**src/hdl/aau_pkg.sv**
```systemverilog
`default_nettype none
package aau_pkg;

  // ---------------------------------------------------------------
  // register map of the software port
  // ---------------------------------------------------------------
  localparam logic [1:0] AAU_REG_FLAGS = 2'h0;
  localparam logic [1:0] AAU_REG_RES_LO = 2'h1;
  localparam logic [1:0] AAU_REG_RES_HI = 2'h2;

  // ---------------------------------------------------------------
  // status flag positions and reset values
  // ---------------------------------------------------------------
  localparam int unsigned AAU_FLAG_C = 0;
  localparam int unsigned AAU_FLAG_Z = 1;
  localparam int unsigned AAU_FLAG_N = 2;
  localparam int unsigned AAU_FLAG_V = 3;
  localparam int unsigned AAU_FLAG_S = 4;
  localparam int unsigned AAU_FLAG_H = 5;
  localparam logic [7:0] AAU_FLAGS_RST = 8'h00;
  localparam logic [7:0] AAU_ALL_ONES = 8'hff;
  localparam logic [7:0] AAU_ONE = 8'h01;

  // ---------------------------------------------------------------
  // operations, destinations and carriers
  // ---------------------------------------------------------------
  typedef enum logic [4:0] {
    op_sum, op_carry_sum, op_word_sum, op_diff, op_imm_diff,
    op_borrow_diff, op_imm_borrow_diff, op_word_diff,
    op_conj, op_imm_conj, op_disj, op_imm_disj, op_xor,
    op_invert, op_negate, op_set_mask, op_clear_mask,
    op_plus_one, op_minus_one, op_test, op_ones,
    op_umul, op_smul, op_sumul, op_fumul, op_fsmul
  } aau_op_type;

  typedef enum logic [1:0] {
    aau_dst_none, aau_dst_byte, aau_dst_pair, aau_dst_prod
  } aau_dest_type;

  typedef struct packed {
    aau_op_type op;
    logic [7:0] dst;
    logic [7:0] dst_hi;
    logic [7:0] src;
    logic [7:0] imm;
  } aau_req_type;

  typedef struct packed {
    aau_dest_type dest;
    logic [15:0] value;
  } aau_rsp_type;

  // product operations share the two-cycle path
  function automatic logic aau_is_mul(input aau_op_type op);
    return op inside {op_umul, op_smul, op_sumul, op_fumul, op_fsmul};
  endfunction

  function automatic logic aau_is_word(input aau_op_type op);
    return op inside {op_word_sum, op_word_diff};
  endfunction

endpackage
`default_nettype wire

```
**src/hdl/aau_addsub.sv**
```systemverilog
`default_nettype none
module aau_addsub
  import aau_pkg::*;
(
  input wire logic [7:0] a, // minuend or addend
  input wire logic [7:0] b, // subtrahend or addend
  input wire logic cin, // carry or borrow in
  input wire logic sub, // high for a - b - cin
  output logic [7:0] res, // 8-bit result
  output logic c, // carry out or borrow
  output logic h, // carry or borrow out of bit 3
  output logic v // two's complement overflow
);

  logic [8:0] wide;

  // one 9-bit sum covers both directions; bit 8 is carry or borrow
  always_comb begin
    if (sub) begin
      wide = {1'h0, a} - {1'h0, b} - {8'h00, cin};
    end else begin
      wide = {1'h0, a} + {1'h0, b} + {8'h00, cin};
    end
    res = wide[7:0];
    c = wide[8];
    if (sub) begin
      h = (~a[3] & b[3]) | (b[3] & res[3]) | (res[3] & ~a[3]);
      v = (a[7] & ~b[7] & ~res[7]) | (~a[7] & b[7] & res[7]);
    end else begin
      h = (a[3] & b[3]) | (b[3] & ~res[3]) | (~res[3] & a[3]);
      v = (a[7] & b[7] & ~res[7]) | (~a[7] & ~b[7] & res[7]);
    end
  end

endmodule
`default_nettype wire

```
**src/hdl/aau_core.sv**
```systemverilog
// Chosen here: the address map and the plain strobed port.
`default_nettype none
module aau_core
  import aau_pkg::*;
(
  input wire logic clk, // core clock, 250 MHz
  input wire logic rst_b, // sync reset, active low
  input wire logic op_valid, // operation request
  input wire aau_req_type req, // operation and operands
  output logic busy, // second cycle of a two-cycle op
  output logic rsp_valid, // result pulse
  output aau_rsp_type rsp, // result and its destination
  output logic [7:0] flags, // status flags
  input wire logic [1:0] reg_addr, // register address
  input wire logic [7:0] reg_wdata, // register write data
  input wire logic reg_wr, // write strobe
  input wire logic reg_rd, // read strobe
  output logic [7:0] reg_rdata // read data, cycle after strobe
);

  typedef enum logic {aau_st_idle, aau_st_second} aau_state_type;
  aau_state_type st_q, st_d;
  aau_rsp_type rsp_q, rsp_d;
  aau_req_type hold_q, hold_d;
  logic busy_q, busy_d, rsp_valid_q, rsp_valid_d, cy_q, cy_d, fire, take;
  logic [7:0] flags_q, flags_d, rdata_q, rdata_d, lo_q, lo_d, f, r8;
  logic [7:0] add_a, add_b, add_res;
  logic add_cin, add_sub, add_c, add_h, add_v, mul_start, mul_c;
  logic [15:0] mul_prod;

  // ---------------------------------------------------------------
  // shared datapath blocks
  // ---------------------------------------------------------------
  aau_addsub u_addsub (
    .a(add_a),
    .b(add_b),
    .cin(add_cin),
    .sub(add_sub),
    .res(add_res),
    .c(add_c),
    .h(add_h),
    .v(add_v)
  );
  aau_mul u_mul (
    .clk(clk),
    .rst_b(rst_b),
    .start(mul_start),
    .a(req.dst),
    .b(req.src),
    .a_signed(req.op inside {op_smul, op_sumul, op_fsmul}),
    .b_signed(req.op inside {op_smul, op_fsmul}),
    .frac(req.op inside {op_fumul, op_fsmul}),
    .prod(mul_prod),
    .carry(mul_c)
  );
  // ---------------------------------------------------------------
  // flag helpers
  // ---------------------------------------------------------------
  function automatic logic [7:0] set_zn(input logic [7:0] fi, input logic [7:0] r);
    logic [7:0] fo;
    fo = fi;
    fo[AAU_FLAG_Z] = (r == 8'h00);
    fo[AAU_FLAG_N] = r[7];
    return fo;
  endfunction
  // logic results clear V and leave C, H and S alone
  function automatic logic [7:0] set_logic(input logic [7:0] fi, input logic [7:0] r);
    logic [7:0] fo;
    fo = set_zn(fi, r);
    fo[AAU_FLAG_V] = 1'h0;
    return fo;
  endfunction
  assign take = op_valid && (st_q == aau_st_idle);

  // ---------------------------------------------------------------
  // adder operand selection
  // ---------------------------------------------------------------
  // the high byte of a word op reuses the adder with the saved carry
  always_comb begin
    add_a = req.dst;
    add_b = req.src;
    add_cin = 1'h0;
    add_sub = 1'h0;
    if (st_q == aau_st_second) begin
      add_a = hold_q.dst_hi;
      add_b = 8'h00;
      add_cin = cy_q;
      add_sub = (hold_q.op == op_word_diff);
    end else begin
      case (req.op)
        op_carry_sum: add_cin = flags_q[AAU_FLAG_C];
        op_diff, op_borrow_diff: begin
          add_sub = 1'h1;
          add_cin = (req.op == op_borrow_diff) && flags_q[AAU_FLAG_C];
        end
        op_imm_diff, op_word_diff, op_imm_borrow_diff: begin
          add_sub = 1'h1;
          add_b = req.imm;
          add_cin = (req.op == op_imm_borrow_diff) && flags_q[AAU_FLAG_C];
        end
        op_word_sum: add_b = req.imm;
        op_negate: begin
          add_a = 8'h00;
          add_b = req.dst;
          add_sub = 1'h1;
        end
        op_plus_one, op_minus_one: begin
          add_b = AAU_ONE;
          add_sub = (req.op == op_minus_one);
        end
        default: add_b = req.src;
      endcase
    end
  end

  // ---------------------------------------------------------------
  // sequencer, results and flags
  // ---------------------------------------------------------------
  // a flag update from an op wins over a software write in that cycle
  always_comb begin
    st_d = st_q;
    busy_d = 1'h0;
    rsp_valid_d = 1'h0;
    rsp_d = rsp_q;
    hold_d = hold_q;
    lo_d = lo_q;
    cy_d = cy_q;
    mul_start = 1'h0;
    fire = 1'h0;
    f = flags_q;
    r8 = add_res;
    flags_d = flags_q;
    if (reg_wr && reg_addr == AAU_REG_FLAGS) begin
      flags_d = reg_wdata;
    end
    case (st_q)
      aau_st_idle: begin
        if (op_valid) begin
          fire = 1'h1;
          rsp_valid_d = 1'h1;
          case (req.op)
            op_sum, op_carry_sum, op_diff, op_borrow_diff,
            op_imm_diff, op_imm_borrow_diff, op_negate: begin
              f = set_zn(flags_q, add_res);
              f[AAU_FLAG_C] = add_c;
              f[AAU_FLAG_H] = add_h;
              f[AAU_FLAG_V] = add_v;
            end
            op_plus_one, op_minus_one: begin
              f = set_zn(flags_q, add_res);
              f[AAU_FLAG_V] = add_v;
            end
            op_conj, op_test: begin
              r8 = req.dst & ((req.op == op_test) ? req.dst : req.src);
              f = set_logic(flags_q, r8);
            end
            op_imm_conj, op_clear_mask: begin
              r8 = req.dst & ((req.op == op_imm_conj) ? req.imm : AAU_ALL_ONES - req.imm);
              f = set_logic(flags_q, r8);
            end
            op_disj, op_imm_disj, op_set_mask: begin
              r8 = req.dst | ((req.op == op_disj) ? req.src : req.imm);
              f = set_logic(flags_q, r8);
            end
            op_xor: begin
              r8 = req.dst ^ req.src;
              f = set_logic(flags_q, r8);
            end
            op_invert: begin
              r8 = AAU_ALL_ONES - req.dst;
              f = set_logic(flags_q, r8);
              f[AAU_FLAG_C] = 1'h1;
            end
            op_ones: begin
              r8 = AAU_ALL_ONES;
              fire = 1'h0;
            end
            default: begin
              // word and product ops finish in the second cycle
              fire = 1'h0;
              rsp_valid_d = 1'h0;
              busy_d = 1'h1;
              hold_d = req;
              lo_d = add_res;
              cy_d = add_c;
              mul_start = aau_is_mul(req.op);
              st_d = aau_st_second;
            end
          endcase
          if (rsp_valid_d) begin
            rsp_d.dest = aau_dst_byte;
            rsp_d.value = {8'h00, r8};
          end
        end
      end
      aau_st_second: begin
        st_d = aau_st_idle;
        rsp_valid_d = 1'h1;
        fire = 1'h1;
        if (aau_is_mul(hold_q.op)) begin
          rsp_d.dest = aau_dst_prod;
          rsp_d.value = mul_prod;
          f[AAU_FLAG_Z] = (mul_prod == 16'h0000);
          f[AAU_FLAG_C] = mul_c;
        end else begin
          rsp_d.dest = aau_dst_pair;
          rsp_d.value = {add_res, lo_q};
          f[AAU_FLAG_Z] = ({add_res, lo_q} == 16'h0000);
          f[AAU_FLAG_N] = add_res[7];
          f[AAU_FLAG_V] = add_v;
          f[AAU_FLAG_C] = add_c;
          f[AAU_FLAG_S] = add_res[7] ^ add_v;
        end
      end
      default: st_d = aau_st_idle;
    endcase
    if (fire) begin
      flags_d = f;
    end
  end

  // ---------------------------------------------------------------
  // register read port
  // ---------------------------------------------------------------
  // unmapped addresses and idle cycles read as zero
  always_comb begin
    rdata_d = 8'h00;
    if (reg_rd) begin
      case (reg_addr)
        AAU_REG_FLAGS: rdata_d = flags_q;
        AAU_REG_RES_LO: rdata_d = rsp_q.value[7:0];
        AAU_REG_RES_HI: rdata_d = rsp_q.value[15:8];
        default: rdata_d = 8'h00;
      endcase
    end
  end
  always_ff @(posedge clk) begin
    if (!rst_b) begin
      st_q <= aau_st_idle;
      busy_q <= 1'h0;
      rsp_valid_q <= 1'h0;
      rsp_q <= '0;
      flags_q <= AAU_FLAGS_RST;
      rdata_q <= 8'h00;
      hold_q <= '0;
      lo_q <= 8'h00;
      cy_q <= 1'h0;
    end else begin
      st_q <= st_d;
      busy_q <= busy_d;
      rsp_valid_q <= rsp_valid_d;
      rsp_q <= rsp_d;
      flags_q <= flags_d;
      rdata_q <= rdata_d;
      hold_q <= hold_d;
      lo_q <= lo_d;
      cy_q <= cy_d;
    end
  end
  assign busy = busy_q;
  assign rsp_valid = rsp_valid_q;
  assign rsp = rsp_q;
  assign flags = flags_q;
  assign reg_rdata = rdata_q;

  // ---------------------------------------------------------------
  // checks
  // ---------------------------------------------------------------
  a_sum_value: assert property (@(posedge clk) disable iff (!rst_b)
    take && req.op == op_carry_sum |=> rsp_valid_q &&
    rsp_q.value[7:0] == 8'($past(req.dst) + $past(req.src) + $past(flags_q[AAU_FLAG_C])))
    else $error("carry sum value wrong");
  a_diff_borrow: assert property (@(posedge clk) disable iff (!rst_b)
    take && req.op == op_diff |=> flags_q[AAU_FLAG_C] == ($past(req.dst) < $past(req.src)))
    else $error("difference borrow wrong");
  a_imm_diff: assert property (@(posedge clk) disable iff (!rst_b)
    take && req.op == op_imm_diff |=> rsp_q.value[7:0] == 8'($past(req.dst) - $past(req.imm)))
    else $error("immediate difference wrong");
  a_imm_borrow: assert property (@(posedge clk) disable iff (!rst_b)
    take && req.op == op_imm_borrow_diff |=> rsp_q.value[7:0] ==
    8'($past(req.dst) - $past(req.imm) - $past(flags_q[AAU_FLAG_C])))
    else $error("immediate borrow difference wrong");
  a_word_sum: assert property (@(posedge clk) disable iff (!rst_b)
    take && req.op == op_word_sum |=> busy_q && !rsp_valid_q ##1 rsp_valid_q && !busy_q &&
    rsp_q.value == 16'($past({req.dst_hi, req.dst}, 2) + {8'h00, $past(req.imm, 2)}))
    else $error("word sum wrong");
  a_word_diff: assert property (@(posedge clk) disable iff (!rst_b)
    take && req.op == op_word_diff |-> ##2 rsp_q.dest == aau_dst_pair &&
    flags_q[AAU_FLAG_S] == (flags_q[AAU_FLAG_N] ^ flags_q[AAU_FLAG_V]))
    else $error("word difference flags wrong");
  a_conj_carry: assert property (@(posedge clk) disable iff (!rst_b)
    take && req.op inside {op_conj, op_imm_conj} |=> $stable(flags_q[AAU_FLAG_C]) &&
    !flags_q[AAU_FLAG_V])
    else $error("conjunction touched carry");
  a_disj_value: assert property (@(posedge clk) disable iff (!rst_b)
    take && req.op == op_disj |=> rsp_q.value[7:0] == ($past(req.dst) | $past(req.src)) &&
    $stable(flags_q[AAU_FLAG_H]))
    else $error("disjunction wrong");
  a_set_mask: assert property (@(posedge clk) disable iff (!rst_b)
    take && req.op == op_set_mask |=> rsp_q.value[7:0] == ($past(req.dst) | $past(req.imm)))
    else $error("set mask wrong");
  a_clear_mask: assert property (@(posedge clk) disable iff (!rst_b)
    take && req.op == op_clear_mask |=> rsp_q.value[7:0] == ($past(req.dst) & ~$past(req.imm)))
    else $error("clear mask wrong");
  a_test_keep: assert property (@(posedge clk) disable iff (!rst_b)
    take && req.op == op_test |=> rsp_q.value[7:0] == $past(req.dst) &&
    flags_q[AAU_FLAG_Z] == (rsp_q.value[7:0] == 8'h00))
    else $error("test changed value");
  a_umul_value: assert property (@(posedge clk) disable iff (!rst_b)
    take && req.op == op_umul |-> ##2 rsp_valid_q && rsp_q.dest == aau_dst_prod &&
    rsp_q.value == 16'({8'h00, $past(req.dst, 2)} * {8'h00, $past(req.src, 2)}))
    else $error("unsigned product wrong");
  a_ones_flags: assert property (@(posedge clk) disable iff (!rst_b)
    take && req.op == op_ones && !reg_wr |=> $stable(flags_q) && rsp_q.value[7:0] == AAU_ALL_ONES)
    else $error("all-ones load moved flags");
  a_xor_zero: assert property (@(posedge clk) disable iff (!rst_b)
    take && req.op == op_xor && req.dst == req.src |=> rsp_q.value[7:0] == 8'h00 &&
    flags_q[AAU_FLAG_Z])
    else $error("self xor not zero");

endmodule
`default_nettype wire

```
**src/hdl/aau_mul.sv**
```systemverilog
`default_nettype none
module aau_mul
  import aau_pkg::*;
(
  input wire logic clk, // core clock
  input wire logic rst_b, // sync reset, active low
  input wire logic start, // latch operands this edge
  input wire logic [7:0] a, // first factor
  input wire logic [7:0] b, // second factor
  input wire logic a_signed, // first factor is signed
  input wire logic b_signed, // second factor is signed
  input wire logic frac, // shift product left by one
  output logic [15:0] prod, // product, valid cycle after start
  output logic carry // bit 15 of the unshifted product
);

  logic [7:0] a_q, a_d, b_q, b_d;
  logic as_q, as_d, bs_q, bs_d, fr_q, fr_d;
  logic signed [17:0] full;
  logic [15:0] raw;

  // operand stage; the register splits the multiply over two cycles
  always_comb begin
    a_d = a_q;
    b_d = b_q;
    as_d = as_q;
    bs_d = bs_q;
    fr_d = fr_q;
    if (start) begin
      a_d = a;
      b_d = b;
      as_d = a_signed;
      bs_d = b_signed;
      fr_d = frac;
    end
  end

  always_ff @(posedge clk) begin
    if (!rst_b) begin
      a_q <= 8'h00;
      b_q <= 8'h00;
      as_q <= 1'h0;
      bs_q <= 1'h0;
      fr_q <= 1'h0;
    end else begin
      a_q <= a_d;
      b_q <= b_d;
      as_q <= as_d;
      bs_q <= bs_d;
      fr_q <= fr_d;
    end
  end

  // 9-bit sign extension gives one multiplier for all sign mixes
  always_comb begin
    full = $signed({as_q & a_q[7], a_q}) * $signed({bs_q & b_q[7], b_q});
    raw = full[15:0];
    carry = raw[15];
    prod = fr_q ? {raw[14:0], 1'h0} : raw;
  end

endmodule
`default_nettype wire

```
**config.mk**
```make
export PLATFORM = sky130hd
export DESIGN_NAME = aau_core
export DESIGN_NICKNAME = d
export VERILOG_FILES = /design/src/hdl/aau_pkg.sv /design/src/hdl/aau_addsub.sv /design/src/hdl/aau_core.sv /design/src/hdl/aau_mul.sv
export SDC_FILE = /design/constraint.sdc
export NUM_CORES = 1
export LEC_CHECK = 0
export BUFFER_PORTS_ARGS = -buffer_cell sky130_fd_sc_hd__clkbuf_2
export CAP_MARGIN = 20
export CORE_MARGIN = 2
export CORE_UTILIZATION = 25
export DETAILED_ROUTE_END_ITERATION = 7
export PLACE_DENSITY_LB_ADDON = 0.08
export SKIP_CTS_REPAIR_TIMING = 1
export SYNTH_ARGS = -nofsm -noshare
export SYNTH_HDL_FRONTEND = slang
export SYNTH_SLANG_ARGS = --single-unit
```
**constraint.sdc**
```tcl
create_clock -name clk -period 7 [get_ports clk]
set_input_delay 0.7 -clock clk [delete_from_list [all_inputs] [get_ports clk]]
set_output_delay 0.7 -clock clk [all_outputs]
set_load 0.1 [all_outputs]
```
==> impl_metrics.toml <==
[status]
status = "finished clean"

[grt]
grt_pass1_wl_um = 49200
grt_max_degree = 70
grt_usage_pct = 17.1
grt_pass1_vias = 7923
grt_antenna_before_repair = 0
gr-total-overflow = 0

[synth]
synthAdderAreaFrac_pct = 22.5
synthXorXnorAreaFrac_pct = 4.40
yosys_register_bits = 77
synth_mux_area_share_pct = 6.83
synth_nets = 1293
synth_top_cell_by_area = "dfxtp_1"
synthTopCellsByArea = "dfxtp_1, fa_1, ha_1, mux2i_1, nand2_1"
synth_commonest_cells = "nand2_1, inv_1, nor2_1, dfxtp_1, fa_1"
async_flop_share_pct = 0
synth_edf_count = 0
syn_area_per_cell_sq_um = 8.00
synth_top_area_share_pct = 17.2
synth_top_family_by_area = "simple AND/OR/NAND/NOR gates"
ys_seq_area_share_pct = 17.2
synth_compound_area_share_pct = 18.5
synth-simple-area-share_pct = 22.9
synth.most_common_cell = "nand2_1"
synth.distinct_cells = 83
yosys_warnings = 0
syn_area_sq_um = 8960
ys.flop_type = "dfxtp_1"
postSynthCellCount = 1120

[layout]
drive_gt1_share_pct = 12.4
regArea_sq_um = 1540
multi_input_area_sq_um = 6740
fill_cells = 3981
fin_nets = 1330
diodes = 0
syn2layout_area_growth_pct = 12.5

[pwr]
p_sw_uw = 663
sequentialPowerShare_pct = 30.9
power_frac_comb_pct = 37.3
internal_power_uw = 932
powerDensity_nw_per_um2 = 158
p_leak_nw = 4.60
switching_share_pct = 41.6
peakVddDrop_uv = 243
clockPowerShare_pct = 31.7

[setup_path]
crit_type = "reg2reg"
start_kind = "register"
rr_endpoint = "flags[1]"
regToRegSetupSlack_ns = 1.22
crit_path_end_kind = "register"
cp.required_ns = 7.32
r2r-start = "u_mul.b_q[7]"
rr_worst_depth = 19
cp.arrival_ns = 6.10
crit_fanout = 11

[cts]
clockRootBuffer = "clkbuf_16"
clk_pin_slew_ns = 0.08
cts_inserted_buffers = 9
clock_latency_ns = 0.37
htreeDepth = 3
clock-sinks = 77
cts_tree = "done"
clockBufferDepth = 2

[floorplan]
start_util_pct = 25.3
die_w_um = 193
boundaryPins = 88
die_h_um = 193
rows = 69
coreArea_sq_um = 35400
dieArea_sq_um = 37400

[timing]
clock_skew_ns = 0.0150
drv_slew = 0
hold_violations = 0
setup_viol = 0
final.setup.tns_ns = 0
rsz0062_at_grt = "no"
fin_crit_sh_pct = 82.5
relSlewSlack_pct = 35.0
fmax_ghz = 0.173
fin_hold_ws_ns = 0.497
worst_pin_slew_ns = 0.976
period_needed_ns = 5.78

[route]
drt-initial-drc-count = 490
firstDrtPassIters = 5
vias = 7889
wire_per_inst_um = 19.6
drt-total-wl_um = 31900
antenna_left = 0
viasPerCell = 4.86
drc = 0

[worst_hold_path]
hp-class = "reg2reg"
hold-path-cell-count = 2
min_from = "rsp[10]"
min_to = "rsp[10]"

[placed_design]
dp_hpwl_um = 25200
io_buffers = 87
place_congestion = 0.816

[job]
cap_violations = 0
## power groups by stage
stage | logic (mW) | clock network [mW] | registers [mW]
final | 0.596 | 0.506 | 0.493
after global routing | 0.645 | 0.542 | 0.497
after CTS | 0.597 | 0.525 | 0.494
after detailed placement | 0.595 | 0 | 0.504
after global placement | 0.595 | 0 | 0.504
after floorplan | 0.328 | 0 | 0.592
## per-stage QoR
| step | cells | power, mW | utilization (%) | setup WS, ns | instance area [sq um] |
|---|---|---|---|---|---|
| 3_3_place_gp | 1607 | 1.10 | 27.6 | 1.28 | 9770 |
| 6_report | 1623 | 1.60 | 28.5 | 1.22 | 10100 |
| 2_1_floorplan | 1120 | 0.920 | - | 1.82 | 8960 |
| 4_1_cts | 1623 | 1.62 | 28.5 | 1.20 | 10100 |
| 5_1_grt | 1623 | 1.68 | 28.5 | 0.899 | 10100 |
| 3_5_place_dp | 1607 | 1.10 | 27.6 | 1.19 | 9770 |
## placed cells by master (no fill, tap or decap), types with 6 or more instances in the layout
master and instances:
nand2_1 127, inv_1 104, clkbuf_2 87, nor2_1 83, dfxtp_1 76, fa_1 67, a21oi_1 62, ha_1 54
mux2i_1 53, o21ai_0 50, and2_1 47, nor2b_1 44, xnor2_1 36, nand3_1 16, nor3_1 13, o211ai_1 13
nand2b_1 12, and3_1 12, a211oi_1 11, buf_4 11, xor2_1 9, a211o_1 9, o221ai_1 9, clkbuf_16 9
o211a_1 7, mux2_2 6, o2111ai_1 6, a21boi_0 6, a31oi_1 6, nand4_1 6
## cells by family (layout without fill, tap and decap cells)
kind of cell             Yosys count  count (layout)
AO/OA/AOI/OAI                    239             239
XOR/XNOR                          45              45
adder cells (fa/ha/maj)          121             121
buffers and inverters            176             218
flip-flops                        77              77
multiplexers                      60              60
AND/OR/NAND/NOR                  402             402
## worst max-delay path, cell delays in order (launching register included)
cell and delay (ns):
dfxtp_1 0.55, nand2_1 0.36, or2_2 0.39, fa_1 0.45, fa_1 0.49, inv_1 0.04
fa_1 0.45, fa_1 0.49, inv_1 0.05, fa_1 0.50, inv_1 0.04, ha_1 0.33
nand3_1 0.12, o2111ai_1 0.16, a31o_2 0.27, a21oi_1 0.16, xor2_1 0.24, inv_1 0.06
or4_1 0.49, nand3_1 0.09
## cell type report
type                       instances  area share, %
tap                              461           5.72
sequential                        77           15.3
multi-input combinational        867           66.9
clock buffer                       9           2.23
inverter                         104           3.87
clock inverter                     7          0.807
timing repair buffer              98           5.14
## flip-flops by register name, indices dropped and copies added (netlist names), 8 cells and up
name / cells
flags: 8
hold_q: 13
lo_q: 8
reg_rdata: 8
rsp: 18
u_mul.a_q: 8
u_mul.b_q: 8
## layer usage
metal / track usage (%) / part of all wire, %
met5: 0 / 0
met1: 24.9 / 50
met2: 27.1 / 46
met4: 3.34 / 1.1
met3: 2.07 / 2.6
## worst max path at each step
stage	start	endpoint	slack (ns)	depth (start not counted)
finish	u_mul.b_q[7]	flags[1]	1.22	19
global route	u_mul.b_q[7]	flags[1]	0.90	19
CTS	u_mul.b_q[7]	flags[1]	1.20	19
detailed placement	u_mul.b_q[7]	flags[1]	1.19	19
global placement	u_mul.b_q[7]	flags[1]	1.28	19
floorplan	u_mul.a_q[7]	flags[1]	1.82	20
Note: power is estimated with default switching activity, not from simulation.
